--- src/rtl/ipr_pkg.sv ---
/*
 * Package for the interrupt pending register block: register offsets, bit
 * positions, level codes, reset values and pin synchroniser depth.
 * Assumes a 32-bit classic Wishbone slave port on a 250 MHz core clock.
 */
package ipr_pkg;
    localparam logic [3:0]  ADR_PENDING   = 4'h0;    // Byte offset
    localparam logic [3:0]  ADR_LEVEL     = 4'h4;
    localparam logic [3:0]  ADR_MODE      = 4'h8;    // Edge select per external line
    localparam logic [3:0]  ADR_KEYCLR    = 4'hc;    // Port D edge clear
    localparam int          BIT_EMU       = 23;
    localparam int          BIT_TICK      = 22;
    localparam int          BIT_SPI1      = 21;
    localparam int          BIT_L5        = 20;
    localparam int          BIT_L6        = 19;
    localparam int          BIT_L3        = 18;
    localparam int          BIT_L2        = 17;
    localparam int          BIT_L1        = 16;
    localparam int          BIT_PWM2      = 13;
    localparam int          BIT_UART2     = 12;
    localparam int          BIT_KEY0      = 8;
    localparam int          BIT_PWM1      = 7;
    localparam int          BIT_KB        = 6;
    localparam int          BIT_TIMER_TWO_PENDING      = 5;
    localparam int          BIT_RTC       = 4;
    localparam int          BIT_WDT       = 3;
    localparam int          BIT_UART1     = 2;
    localparam int          BIT_TIMER_ONE_PENDING      = 1;
    localparam int          BIT_SPI2      = 0;
    localparam logic [31:0] PEND_USED     = 32'h00ff_3fff;
    localparam logic [31:0] PEND_RESET    = 32'h0000_0000;
    localparam logic [2:0]  LVL_1         = 3'h1;
    localparam logic [2:0]  LVL_3         = 3'h2;
    localparam logic [2:0]  LVL_4         = 3'h4;
    localparam logic [2:0]  LVL_5         = 3'h5;
    localparam logic [2:0]  LVL_6         = 3'h6;
    localparam logic [2:0]  LVL_7         = 3'h7;
    localparam logic [15:0] LEVEL_RESET   = 16'h6533;
    localparam logic [15:0] LEVEL_MASK    = 16'h7777;
    localparam logic [8:0]  MODE_RESET    = 9'h000;
    localparam int          SYNC_DEPTH    = 3;
    localparam int          N_EXT         = 9;       // l5,l6,l3,l2,l1,key3..key0
endpackage : ipr_pkg

--- src/rtl/ipr_pending.sv ---
/*
 * Interrupt pending register with its level control and external-line
 * mode registers, reached over classic Wishbone.
 * Assumes active-low asynchronous pins and level-high internal sources.
 */
`timescale 1ns/100ps
module ipr_pending
    import ipr_pkg::*;
(
    input  wire logic        core_clk,
    input  wire logic        rst_b,
    input  wire logic        wb_cyc_i,
    input  wire logic        wb_stb_i,
    input  wire logic        wb_we_i,
    input  wire logic [3:0]  wb_adr_i,
    input  wire logic [3:0]  wb_sel_i,
    input  wire logic [31:0] wb_dat_i,
    output logic      [31:0] wb_dat_o,
    output logic             wb_ack_o,
    input  wire logic [1:0]  emu_break,
    input  wire logic        emulator_request_pin_b,
    input  wire logic        periodic_tick_pending,
    input  wire logic        spi1_irq,
    input  wire logic        spi2_irq,
    input  wire logic        pwm1_irq,
    input  wire logic        pwm2_irq,
    input  wire logic        uart1_irq,
    input  wire logic        uart2_irq,
    input  wire logic        keyboard_pending,
    input  wire logic        timer_one_pending,
    input  wire logic        timer_two_pending,
    input  wire logic        rtc_irq,
    input  wire logic        watchdog_pending,
    input  wire logic        ext_request_l5_b,
    input  wire logic        ext_request_l6_b,
    input  wire logic        ext_request_l3_b,
    input  wire logic        ext_request_l2_b,
    input  wire logic        ext_request_l1_b,
    input  wire logic [3:0]  key_line_b,
    input  wire logic        emu_clear,
    output logic      [31:0] interrupt_pending,
    output logic      [2:0]  top_level
);

    typedef struct packed {
        logic [SYNC_DEPTH-1:0] emu_sync;
        logic [N_EXT-1:0]      ext_s1;
        logic [N_EXT-1:0]      ext_s2;
        logic [N_EXT-1:0]      ext_s3;
        logic                  emu_pend;
        logic [N_EXT-1:0]      edge_pend;
        logic [15:0]           level_cfg;
        logic [N_EXT-1:0]      mode_edge;
        logic [31:0]           pend;
        logic [2:0]            top;
        logic [31:0]           rdat;
        logic                  ack;
    } ipr_state_t;

    ipr_state_t st_ff;
    ipr_state_t nxt_st;

    // Pin vector in pending-bit order: l5,l6,l3,l2,l1 then key3..key0
    logic [N_EXT-1:0] pin_b;
    assign pin_b = {ext_request_l5_b, ext_request_l6_b, ext_request_l3_b,
                    ext_request_l2_b, ext_request_l1_b, key_line_b};

    // Byte-lane merge of a write into an old word
    function automatic logic [31:0] merge(input logic [31:0] old,
                                          input logic [31:0] wr,
                                          input logic [3:0]  sel);
        logic [31:0] r;
        r = old;
        for (int i = 0; i < 4; i++) begin
            if (sel[i]) begin
                r[i*8 +: 8] = wr[i*8 +: 8];
            end
        end
        return r;
    endfunction

    // Largest of two level codes, by raw code value
    function automatic logic [2:0] lvl_max(input logic [2:0] a, input logic [2:0] b);
        return (a > b) ? a : b;
    endfunction

    logic        req;
    logic        wr_acc;
    logic [31:0] wmask;
    logic [31:0] pend_now;
    logic [31:0] lvl_merged;
    logic [31:0] mode_merged;
    logic        clr_seen;

    // Merged words kept whole; a function result cannot be part-selected
    always_comb begin
        req         = wb_cyc_i && wb_stb_i && !st_ff.ack;
        wr_acc      = req && wb_we_i;
        wmask       = merge(32'h0000_0000, 32'hffff_ffff, wb_sel_i);
        lvl_merged  = merge({16'h0000, st_ff.level_cfg}, wb_dat_i, wb_sel_i);
        mode_merged = merge({23'h0, st_ff.mode_edge}, wb_dat_i, wb_sel_i);
    end

    // Software clear of the level-5 edge flag in this cycle
    assign clr_seen = wr_acc && wb_adr_i == ADR_PENDING && wb_dat_i[BIT_L5] && wb_sel_i[2];

    // Next-state logic for the whole block
    always_comb begin
        logic [N_EXT-1:0] fell;
        logic [N_EXT-1:0] asserted;
        logic [N_EXT-1:0] clr;
        logic             emu_fell;
        logic [2:0]       t;
        nxt_st   = st_ff;
        t        = 3'h0;
        fell     = '0;
        asserted = '0;
        clr      = '0;
        emu_fell = 1'b0;
        // Three-flop sync; first flop feeds only the second
        nxt_st.ext_s1   = pin_b;
        nxt_st.ext_s2   = st_ff.ext_s1;
        nxt_st.ext_s3   = st_ff.ext_s2;
        nxt_st.emu_sync = {st_ff.emu_sync[SYNC_DEPTH-2:0], emulator_request_pin_b};
        // Edge seen while stage two holds the new value and stage three still the old one
        fell     = st_ff.ext_s3 & ~st_ff.ext_s2;
        asserted = ~st_ff.ext_s3;
        emu_fell = st_ff.emu_sync[2] && !st_ff.emu_sync[1];
        clr      = '0;
        if (wr_acc && wb_adr_i == ADR_PENDING) begin
            clr[8:4] = wb_dat_i[BIT_L5:BIT_L1] & wmask[BIT_L5:BIT_L1];
        end
        if (wr_acc && wb_adr_i == ADR_KEYCLR) begin
            clr[3:0] = wb_dat_i[3:0] & wmask[3:0];
        end
        // Set beats clear on the same cycle
        nxt_st.edge_pend = ((st_ff.edge_pend & ~clr) | fell) & st_ff.mode_edge;
        // Emulator flag held until the emulation status side clears it
        nxt_st.emu_pend = (st_ff.emu_pend && !emu_clear) || emu_fell
                          || (|emu_break);
        if (wr_acc && wb_adr_i == ADR_LEVEL) begin
            nxt_st.level_cfg = lvl_merged[15:0] & LEVEL_MASK;
        end
        if (wr_acc && wb_adr_i == ADR_MODE) begin
            nxt_st.mode_edge = mode_merged[N_EXT-1:0];
        end
        // Pending word; mask plays no part here
        pend_now = '0;
        pend_now[BIT_EMU]   = st_ff.emu_pend;
        pend_now[BIT_TICK]  = periodic_tick_pending;
        pend_now[BIT_SPI1]  = spi1_irq;
        for (int i = 0; i < N_EXT; i++) begin
            // Level line follows the pin; source must withdraw to clear
            if (st_ff.mode_edge[i]) begin
                t[0] = st_ff.edge_pend[i];
            end else begin
                t[0] = asserted[i];
            end
            if (i >= 4) begin
                pend_now[BIT_L1 + i - 4] = t[0];
            end else begin
                pend_now[BIT_KEY0 + i] = t[0];
            end
        end
        pend_now[BIT_PWM2]  = pwm2_irq;
        pend_now[BIT_UART2] = uart2_irq;
        pend_now[BIT_PWM1]  = pwm1_irq;
        pend_now[BIT_KB]    = keyboard_pending;
        pend_now[BIT_TIMER_TWO_PENDING]  = timer_two_pending;
        pend_now[BIT_RTC]   = rtc_irq;
        pend_now[BIT_WDT]   = watchdog_pending;
        pend_now[BIT_UART1] = uart1_irq;
        pend_now[BIT_TIMER_ONE_PENDING]  = timer_one_pending;
        pend_now[BIT_SPI2]  = spi2_irq;
        nxt_st.pend = pend_now & PEND_USED;
        // Highest pending level; configurable ones from the level register
        t = 3'h0;
        if (pend_now[BIT_SPI1])  t = lvl_max(t, st_ff.level_cfg[14:12]);
        if (pend_now[BIT_UART2]) t = lvl_max(t, st_ff.level_cfg[10:8]);
        if (pend_now[BIT_PWM2])  t = lvl_max(t, st_ff.level_cfg[6:4]);
        if (pend_now[BIT_TIMER_TWO_PENDING])  t = lvl_max(t, st_ff.level_cfg[2:0]);
        if (|pend_now[BIT_KEY0 +: 4] || |pend_now[BIT_KB:BIT_UART1]
            && (pend_now[BIT_KB] || pend_now[BIT_RTC] || pend_now[BIT_WDT]
                || pend_now[BIT_UART1])) begin
            t = lvl_max(t, LVL_4);
        end
        if (pend_now[BIT_SPI2])  t = lvl_max(t, LVL_4);
        if (pend_now[BIT_L1])    t = lvl_max(t, LVL_1);
        if (pend_now[BIT_L2])    t = lvl_max(t, LVL_3 - 3'h1 + 3'h1);
        if (pend_now[BIT_L3])    t = lvl_max(t, LVL_3);
        if (pend_now[BIT_L5])    t = lvl_max(t, LVL_5);
        if (pend_now[BIT_L6] || pend_now[BIT_PWM1] || pend_now[BIT_TIMER_ONE_PENDING]) begin
            t = lvl_max(t, LVL_6);
        end
        if (pend_now[BIT_EMU])   t = LVL_7;
        nxt_st.top = t;
        // Bus answer one cycle after the request; reads have no side effect
        nxt_st.ack  = req;
        nxt_st.rdat = '0;
        if (req && !wb_we_i) begin
            case (wb_adr_i)
                ADR_PENDING: nxt_st.rdat = st_ff.pend;
                ADR_LEVEL:   nxt_st.rdat = {16'h0000, st_ff.level_cfg};
                ADR_MODE:    nxt_st.rdat = {23'h0, st_ff.mode_edge};
                default:     nxt_st.rdat = '0;
            endcase
        end
    end

    // Level-2 line uses the level-3 code; the two are not kept distinct
    // (level 2 has no code, shares the level-3 slot for ordering)

    // State register
    always_ff @(posedge core_clk or negedge rst_b) begin
        if (!rst_b) begin
            st_ff           <= '0;
            st_ff.ext_s1    <= '1;
            st_ff.ext_s2    <= '1;
            st_ff.ext_s3    <= '1;
            st_ff.emu_sync  <= '1;
            st_ff.level_cfg <= LEVEL_RESET;
            st_ff.mode_edge <= MODE_RESET;
            st_ff.pend      <= PEND_RESET;
        end else begin
            st_ff <= nxt_st;
        end
    end

    assign wb_dat_o          = st_ff.rdat;
    assign wb_ack_o          = st_ff.ack;
    assign interrupt_pending = st_ff.pend;
    assign top_level         = st_ff.top;
endmodule : ipr_pending

--- config.mk ---
export PLATFORM = sky130hd
export DESIGN_NAME = ipr_pending
export DESIGN_NICKNAME = d
export VERILOG_FILES = /design/src/rtl/ipr_pkg.sv /design/src/rtl/ipr_pending.sv
export SDC_FILE = /design/constraint.sdc
export NUM_CORES = 1
export LEC_CHECK = 0
export BUFFER_PORTS_ARGS = -buffer_cell sky130_fd_sc_hd__buf_4
export CORE_MARGIN = 3
export CORE_UTILIZATION = 52
export DETAILED_ROUTE_END_ITERATION = 8
export PLACE_DENSITY = 0.88
export SLEW_MARGIN = 20
export SYNTH_ARGS = -nofsm -noshare
export SYNTH_HDL_FRONTEND = slang
export SYNTH_SLANG_ARGS = --single-unit
--- constraint.sdc ---
create_clock -name core_clk -period 5.8 [get_ports core_clk]
set_input_delay 1.16 -clock core_clk [delete_from_list [all_inputs] [get_ports core_clk]]
set_output_delay 1.16 -clock core_clk [all_outputs]
set_load 0.03 [all_outputs]
==> results of run 1 <==
[flip-flops by register name, indices dropped and copies added (netlist names)]
name / cells
wb_ack_o: 1
interrupt_pending: 22
wb_dat_o: 23
top_level: 3
nxt_st: 21
st_ff: 40
[logic make-up (layout without fill, tap and decap cells)]
kind of cell             Yosys count  count (layout)  synth area share (%)
AND/OR/NAND/NOR                  125             125                  13.5
AO/OA/AOI/OAI                     43              43                  6.52
other                              1              19                0.0769
multiplexers                      36              36                  8.14
adder cells (fa/ha/maj)            9               9                  2.31
buffers and inverters             89             139                  12.0
flip-flops                       110             110                  57.5
[layout by cell type, fill, tap and decap left out, types with 2 or more instances in the layout]
| master | netlist | routed |
|---|---|---|
| nor2b_1 | 21 | 21 |
| buf_4 | 67 | 106 |
| inv_1 | 17 | 17 |
| ha_1 | 9 | 9 |
| dfstp_2 | 38 | 38 |
| a21o_1 | 2 | 2 |
| conb_1 | 1 | 19 |
| dfrtp_1 | 72 | 72 |
| inv_6 | 0 | 2 |
| and4_1 | 4 | 4 |
| o21ai_0 | 6 | 6 |
| a21oi_1 | 10 | 10 |
| nand3_1 | 9 | 9 |
| mux2i_1 | 7 | 7 |
| nand2_1 | 28 | 28 |
| nand3b_1 | 3 | 3 |
| nor2_1 | 28 | 28 |
| and2_1 | 14 | 14 |
| a22oi_1 | 9 | 9 |
| or3_1 | 4 | 4 |
| clkbuf_8 | 0 | 10 |
| a31oi_1 | 2 | 2 |
| mux2_2 | 29 | 29 |
| and3_1 | 4 | 4 |
[area by class of cell]
class,count,area (um2)
Clock buffer,11,163
Clock inverter,5,45.0
Fill cell,699,3330
Inverter,17,63.8
Multi-Input combinational cell,232,1560
Sequential cell,110,2800
Tap cell,108,135
Timing Repair Buffer,106,796
[stage by stage]
step / util [%] / std cells / hold WS [ns] / worst slack, ns
finish: 62.5 / 589 / 0.361 / 0.325
global placement: 60.2 / 573 / 0.346 / 0.207
floorplan: - / 431 / 0.345 / 0.564
global route: 62.5 / 589 / 0.365 / 0.0705
detailed placement: 60.2 / 573 / 0.347 / 0.0320
CTS: 62.5 / 589 / 0.362 / 0.404
[layer usage]
layer / global-route usage [%] / vias to the layer above
met4: 6.47 / 0
met3: 4.33 / 12
li1: - / 1429
met2: 32.0 / 113
met1: 24.3 / 1516
met5: 0 / -
[path summary, 6_finish.rpt]
kind,end,from,slack (ns)
max in group asynchronous,interrupt_pending[5],rst_b,3.83
min in group asynchronous,interrupt_pending[11],rst_b,0.80
setup reg to reg,top_level[0],st_ff[91],0.75
hold reg to reg,nxt_st[107],nxt_st[116],0.36
setup / recovery,top_level[0],spi1_irq,0.33
hold / removal,nxt_st[107],nxt_st[116],0.36
[power breakdown]
| group | switching, mW | internal [mW] |
|---|---|---|
| Combinational | 0.137 | 0.0991 |
| Sequential | 0.0242 | 0.811 |
| Clock | 0.265 | 0.201 |
| Total | 0.426 | 1.11 |
==> reports/qor.csv, run 1 <==
stage,metric,value,unit
route,routedWlPerCell,16.7,um
min_path,hold_path_depth,0,
logic_synthesis,yosys.area.top_type_share,37.0,%
setup_path,crit_family,simple AND/OR/NAND/NOR gates,
setup_path,critical_path_class,in2reg,
sta,fin_worst_skew,0.0152,ns
global_route,grt_pass1_vias,3088,
cells_and_area,drive_gt1_share,41.2,%
min_path,min_path_type,reg2reg,
cts,cts_resized,0,
place,dpl_cell_area,5350,um2
global_route,grt_first_pass_wirelength,15200,um
route,wl_met3,636,um
cts,clock_sinks,110,
logic_synthesis,yosys.area.top_type,dfrtp_1,
logic_synthesis,ys_ff_latch,110,
cells_and_area,diodes,0,
route,drt-met1-wl,4150,um
logic_synthesis,synth_cells,413,
setup_path,crit_arrival,5.72,ns
logic_synthesis,synth_area_leaders,"dfrtp_1, dfstp_2, buf_4",
die,die_h,103,um
die,dieArea,10600,um2
setup_path,cp.depth,20,
power,p_leak,2.61,nW
cts,clk_pin_slew,0.10,ns
power,power_density,277,nW/um2
run,maxCapViolCount,0,
logic_synthesis,synth_area,4870,um2
sta,finalSetupViolations,0,
sta,slew_headroom,40.5,%
route,wl_met2,4890,um
route,ant_nets,0,
place,dp_hpwl,7560,um
logic_synthesis,yosys-top-cells-count,"dfrtp_1, buf_4, dfstp_2, mux2_2",
logic_synthesis,synth_edf_count,0,
logic_synthesis,yosysSeqAreaShare,57.5,%
cts,cts_buffers,9,
route,drtIter0Drc,94,
logic_synthesis,syn_avg_cell_area,11.8,um2
route,viasPerCell,5.21,
cts,postCtsSetupRepairBufs,0,
sta,slew_violations,0,
logic_synthesis,async_reset_ff_share,100,%
route,drcViolationCount,0,
cells_and_area,syn_to_final_growth,14.0,%
setup_path,r2r.worst_path.cells,19,
die,core,8890,um2
cts,worstSkewPairLatency,0.36,ns
cells_and_area,design_area,5560,um2
cts,max-clock-path-buffers,2,
route,dr.pass1.iters,4,
cts,htree_levels,3,
global_route,antenna_found_initial,0,
setup_path,cpMaxStageDelayCell,mux2_2,
sta,setup_tns,0,ns
route,finalWirelength,9830,um
setup_path,critPathBufInv,1,
cts,root_buffer,clkbuf_8,
global_route,gr-total-overflow,0,
sta,worst_pin_slew,0.889,ns
cts,hold_buffers,0,
die,pin_count,138,
route,routed.top_layer,met4,
logic_synthesis,synth_warnings,0,
place,gp_congestion,0.827,
run_status,run_status,"finished, final reports clean",
sta,rsz0062_at_grt,no,
logic_synthesis,synth-main-ff-cell,dfrtp_1,
place,port_buffers,104,
setup_path,worstSetupEndpointType,register,
global_route,grtUsageTotal,19.0,%
power,peakVddDrop,0.145,mV
sta,period_needed,5.47,ns
die,initial_core_util,54.8,%
logic_synthesis,synth_cell_type_count,48,
die,placementRows,34,
power,total_power,1.54,mW
die,die_width,103,um
setup_path,max_stage_delay,0.37,ns
route,vias,3070,
sta,finalHoldViolations,0,
setup_path,start_kind,input pin,
setup_path,cp.required,6.04,ns
setup_path,path_cells,buf_4 > and2_1 > ha_1 > and3_1 > o21ai_1 > and2_1 > mux2_2 > ha_1 > and4_1 > a31oi_1 > nor2_1 > a21o_1 > ha_1 > and4_1 > a31o_1 > or3_1 > o211ai_2 > nand2_1 > and2_1 > o31a_1,
cells_and_area,num-nets-final,555,
global_route,grt_max_degree,60,
cts,tritoncts,built,
sta,max_freq,183,MHz
sta,post-route-period-util,94.4,%
setup_path,critPathMaxFanout,6,
logic_synthesis,yosysMostFrequentCell,dfrtp_1,
No activity file was read; power rests on OpenSTA's default activity.
==> inputs of run 2 (changes only) <==
--- a/config.mk
+++ b/config.mk
@@ -6,10 +6,12 @@
 export NUM_CORES = 1
 export LEC_CHECK = 0
 export BUFFER_PORTS_ARGS = -buffer_cell sky130_fd_sc_hd__buf_4
+export CAP_MARGIN = 20
 export CORE_MARGIN = 3
 export CORE_UTILIZATION = 52
+export CTS_CLUSTER_DIAMETER = 80
 export DETAILED_ROUTE_END_ITERATION = 8
-export PLACE_DENSITY = 0.88
+export PLACE_DENSITY = 0.86
 export SLEW_MARGIN = 20
 export SYNTH_ARGS = -nofsm -noshare
 export SYNTH_HDL_FRONTEND = slang
==> run 2 against run 1 <==
Effect of this change: non-clock buffer count increased by 1; sequential power about the same; clock power shrank 7.3%; power shrank 2.1%; setup slack improved by 0.072 ns; utilization fell by 0.13 points; global-route usage is 0.46 points higher; sequential share of layout area grew 0.10 points; via count barely moved; maximum frequency rose by 1.3%; count of clock-buffer cells in the layout fell by 1.
==> reports/qor.csv, run 2 (synthesis results as in run 1) <==
stage,metric,value,unit,change
setup_path,crit_arrival,5.65,ns,-0.07 ns
global_route,gr-total-overflow,0,,unchanged
place,numPlacedInstances,574,,+0.17%
route,routedWlPerCell,16.4,um,-1.9%
min_path,min_path_type,reg2reg,,
route,drcViolationCount,0,,unchanged
setup_path,critPathMaxFanout,5,,-1
cells_and_area,final_cell_mix,"buf_4, dfrtp_1, dfstp_2",,
run_status,run_status,"finished, final reports clean",,
die,initial_core_util,54.8,%,unchanged
setup_path,max_stage_delay,0.36,ns,about the same
die,die_h,103,um,unchanged
setup_path,worstSetupEndpointType,register,,
sta,setup_tns,0,ns,unchanged
cells_and_area,drive_gt1_share,41.3,%,+0.12 points
cts,cts_buffers,9,,unchanged
place,port_buffers,104,,unchanged
cts,clock_sinks,110,,unchanged
sta,fin_worst_skew,0.0133,ns,-0.00188 ns
setup_path,critPathBufInv,1,,unchanged
cells_and_area,largest_reg_flops,40,,unchanged
cells_and_area,registers.top_by_ff_count,st_ff,,
sta,max_freq,185,MHz,+1.3%
power,power_density,271,nW/um2,-1.9%
power,total_power,1.51,mW,-2.1%
cts,worstSkewPairLatency,0.37,ns,about the same
sta,worst_pin_slew,0.878,ns,-0.0113 ns
cts,tritoncts,built,,
cells_and_area,syn_to_final_growth,13.8,%,
cts,root_buffer,clkbuf_8,,
route,drtIter0Drc,163,,+73%
run,maxCapViolCount,0,,unchanged
sta,rsz0062_at_grt,no,,
sta,finalHoldViolations,0,,unchanged
die,dieArea,10600,um2,unchanged
sta,slew_headroom,41.2,%,+0.76 points
route,viasPerCell,5.20,,-0.27%
cts,htree_levels,3,,unchanged
place,gp_congestion,0.815,,-1.5%
setup_path,path_cells,buf_4 > and2_1 > ha_1 > and3_1 > o21ai_1 > and2_1 > mux2_2 > ha_1 > nand3b_1 > and3_1 > a211oi_2 > nor2_1 > ha_1 > and4_1 > a31o_1 > or3_1 > o211ai_2 > nand2_1 > and2_1 > o31a_1,,
global_route,grt_pass1_vias,3134,,+1.5%
cells_and_area,final_common_cell,buf_4,,
route,dr.pass1.iters,4,,unchanged
setup_path,start_kind,input pin,,
cells_and_area,final_cells,590,,+0.17%
die,core,8890,um2,unchanged
setup_path,cp.required,6.05,ns,about the same
cts,clk_pin_slew,0.10,ns,about the same
setup_path,critical_path_class,in2reg,,
place,dp_hpwl,7180,um,-5.0%
setup_path,crit_family,simple AND/OR/NAND/NOR gates,,
power,p_leak,2.61,nW,about the same
cells_and_area,fill_cells,676,,-3.3%
die,die_width,103,um,unchanged
global_route,grt_first_pass_wirelength,15400,um,+1.6%
global_route,antenna_found_initial,0,,unchanged
route,vias,3067,,-0.098%
sta,slew_violations,0,,unchanged
cells_and_area,num-nets-final,556,,+0.18%
global_route,grt_max_degree,65,,+8.3%
global_route,grtUsageTotal,19.4,%,+0.46 points
sta,timing.hold.ws,0.362,ns,+0.000444 ns
sta,finalSetupViolations,0,,unchanged
route,ant_nets,0,,unchanged
power,peakVddDrop,0.165,mV,+14%
setup_path,cpMaxStageDelayCell,mux2_2,,
die,pin_count,138,,unchanged
sta,post-route-period-util,93.1,%,-1.2 points
cells_and_area,diodes,0,,unchanged
route,finalWirelength,9650,um,-1.7%
cts,max-clock-path-buffers,2,,unchanged
sta,period_needed,5.40,ns,-0.0721 ns
die,placementRows,34,,unchanged
## run 2: repair_timing
action                                  in CTS  in global routing
endpoints found under the setup margin       0                  1
buffers inserted                             0                  0
hold endpoints to repair                     0                  0
resized for setup                            0                  1
hold buffers                                 0                  0
## run 2: per-layer routing
metal | track usage, % | vias to the layer above | wire, um
li1 | - | 1421 | -
met1 | 23.8 | 1519 | 3970
met2 | 33.2 | 109 | 4900
met3 | 4.80 | 18 | 588
met4 | 7.67 | 0 | 191
met5 | 0 | - | 0
## run 2: area by class of cell
class | instances | area, um2 | area share (%)
Clock inverter | 6 | 55.1 | 0.993
Clock buffer | 10 | 128 | 2.30
Tap cell | 108 | 135 | 2.44
Multi-Input combinational cell | 232 | 1560 | 28.2
Sequential cell | 110 | 2800 | 50.5
Timing Repair Buffer | 107 | 803 | 14.5
Inverter | 17 | 63.8 | 1.15
## run 2: worst paths after layout
path / from / end / slack (ns) / depth (start not counted)
max in group asynchronous: rst_b / top_level[1] / 3.82 / 2
min: nxt_st[113] / nxt_st[104] / 0.36 / 0
min in group asynchronous: rst_b / interrupt_pending[3] / 0.77 / 1
min reg2reg: nxt_st[113] / nxt_st[104] / 0.36 / 0
max reg2reg: st_ff[91] / top_level[0] / 0.81 / 19
max: spi1_irq / top_level[0] / 0.40 / 20
## run 2: metrics by stage
stage / instance area [um2] / utilization, % / setup slack (ns)
floorplan: 4940 / - / 0.564
global placement: 5360 / 60.3 / 0.255
detailed placement: 5360 / 60.3 / 0.0133
CTS: 5540 / 62.3 / 0.363
global route: 5550 / 62.4 / 0.129
finish: 5550 / 62.4 / 0.397
## run 2: power breakdown
group | internal [mW] | leakage (nW) | switching (mW)
sequential | 0.811 | 1.33 | 0.0232
combinational | 0.100 | 1.18 | 0.139
clock | 0.166 | 0.0952 | 0.266
total | 1.08 | 2.61 | 0.428
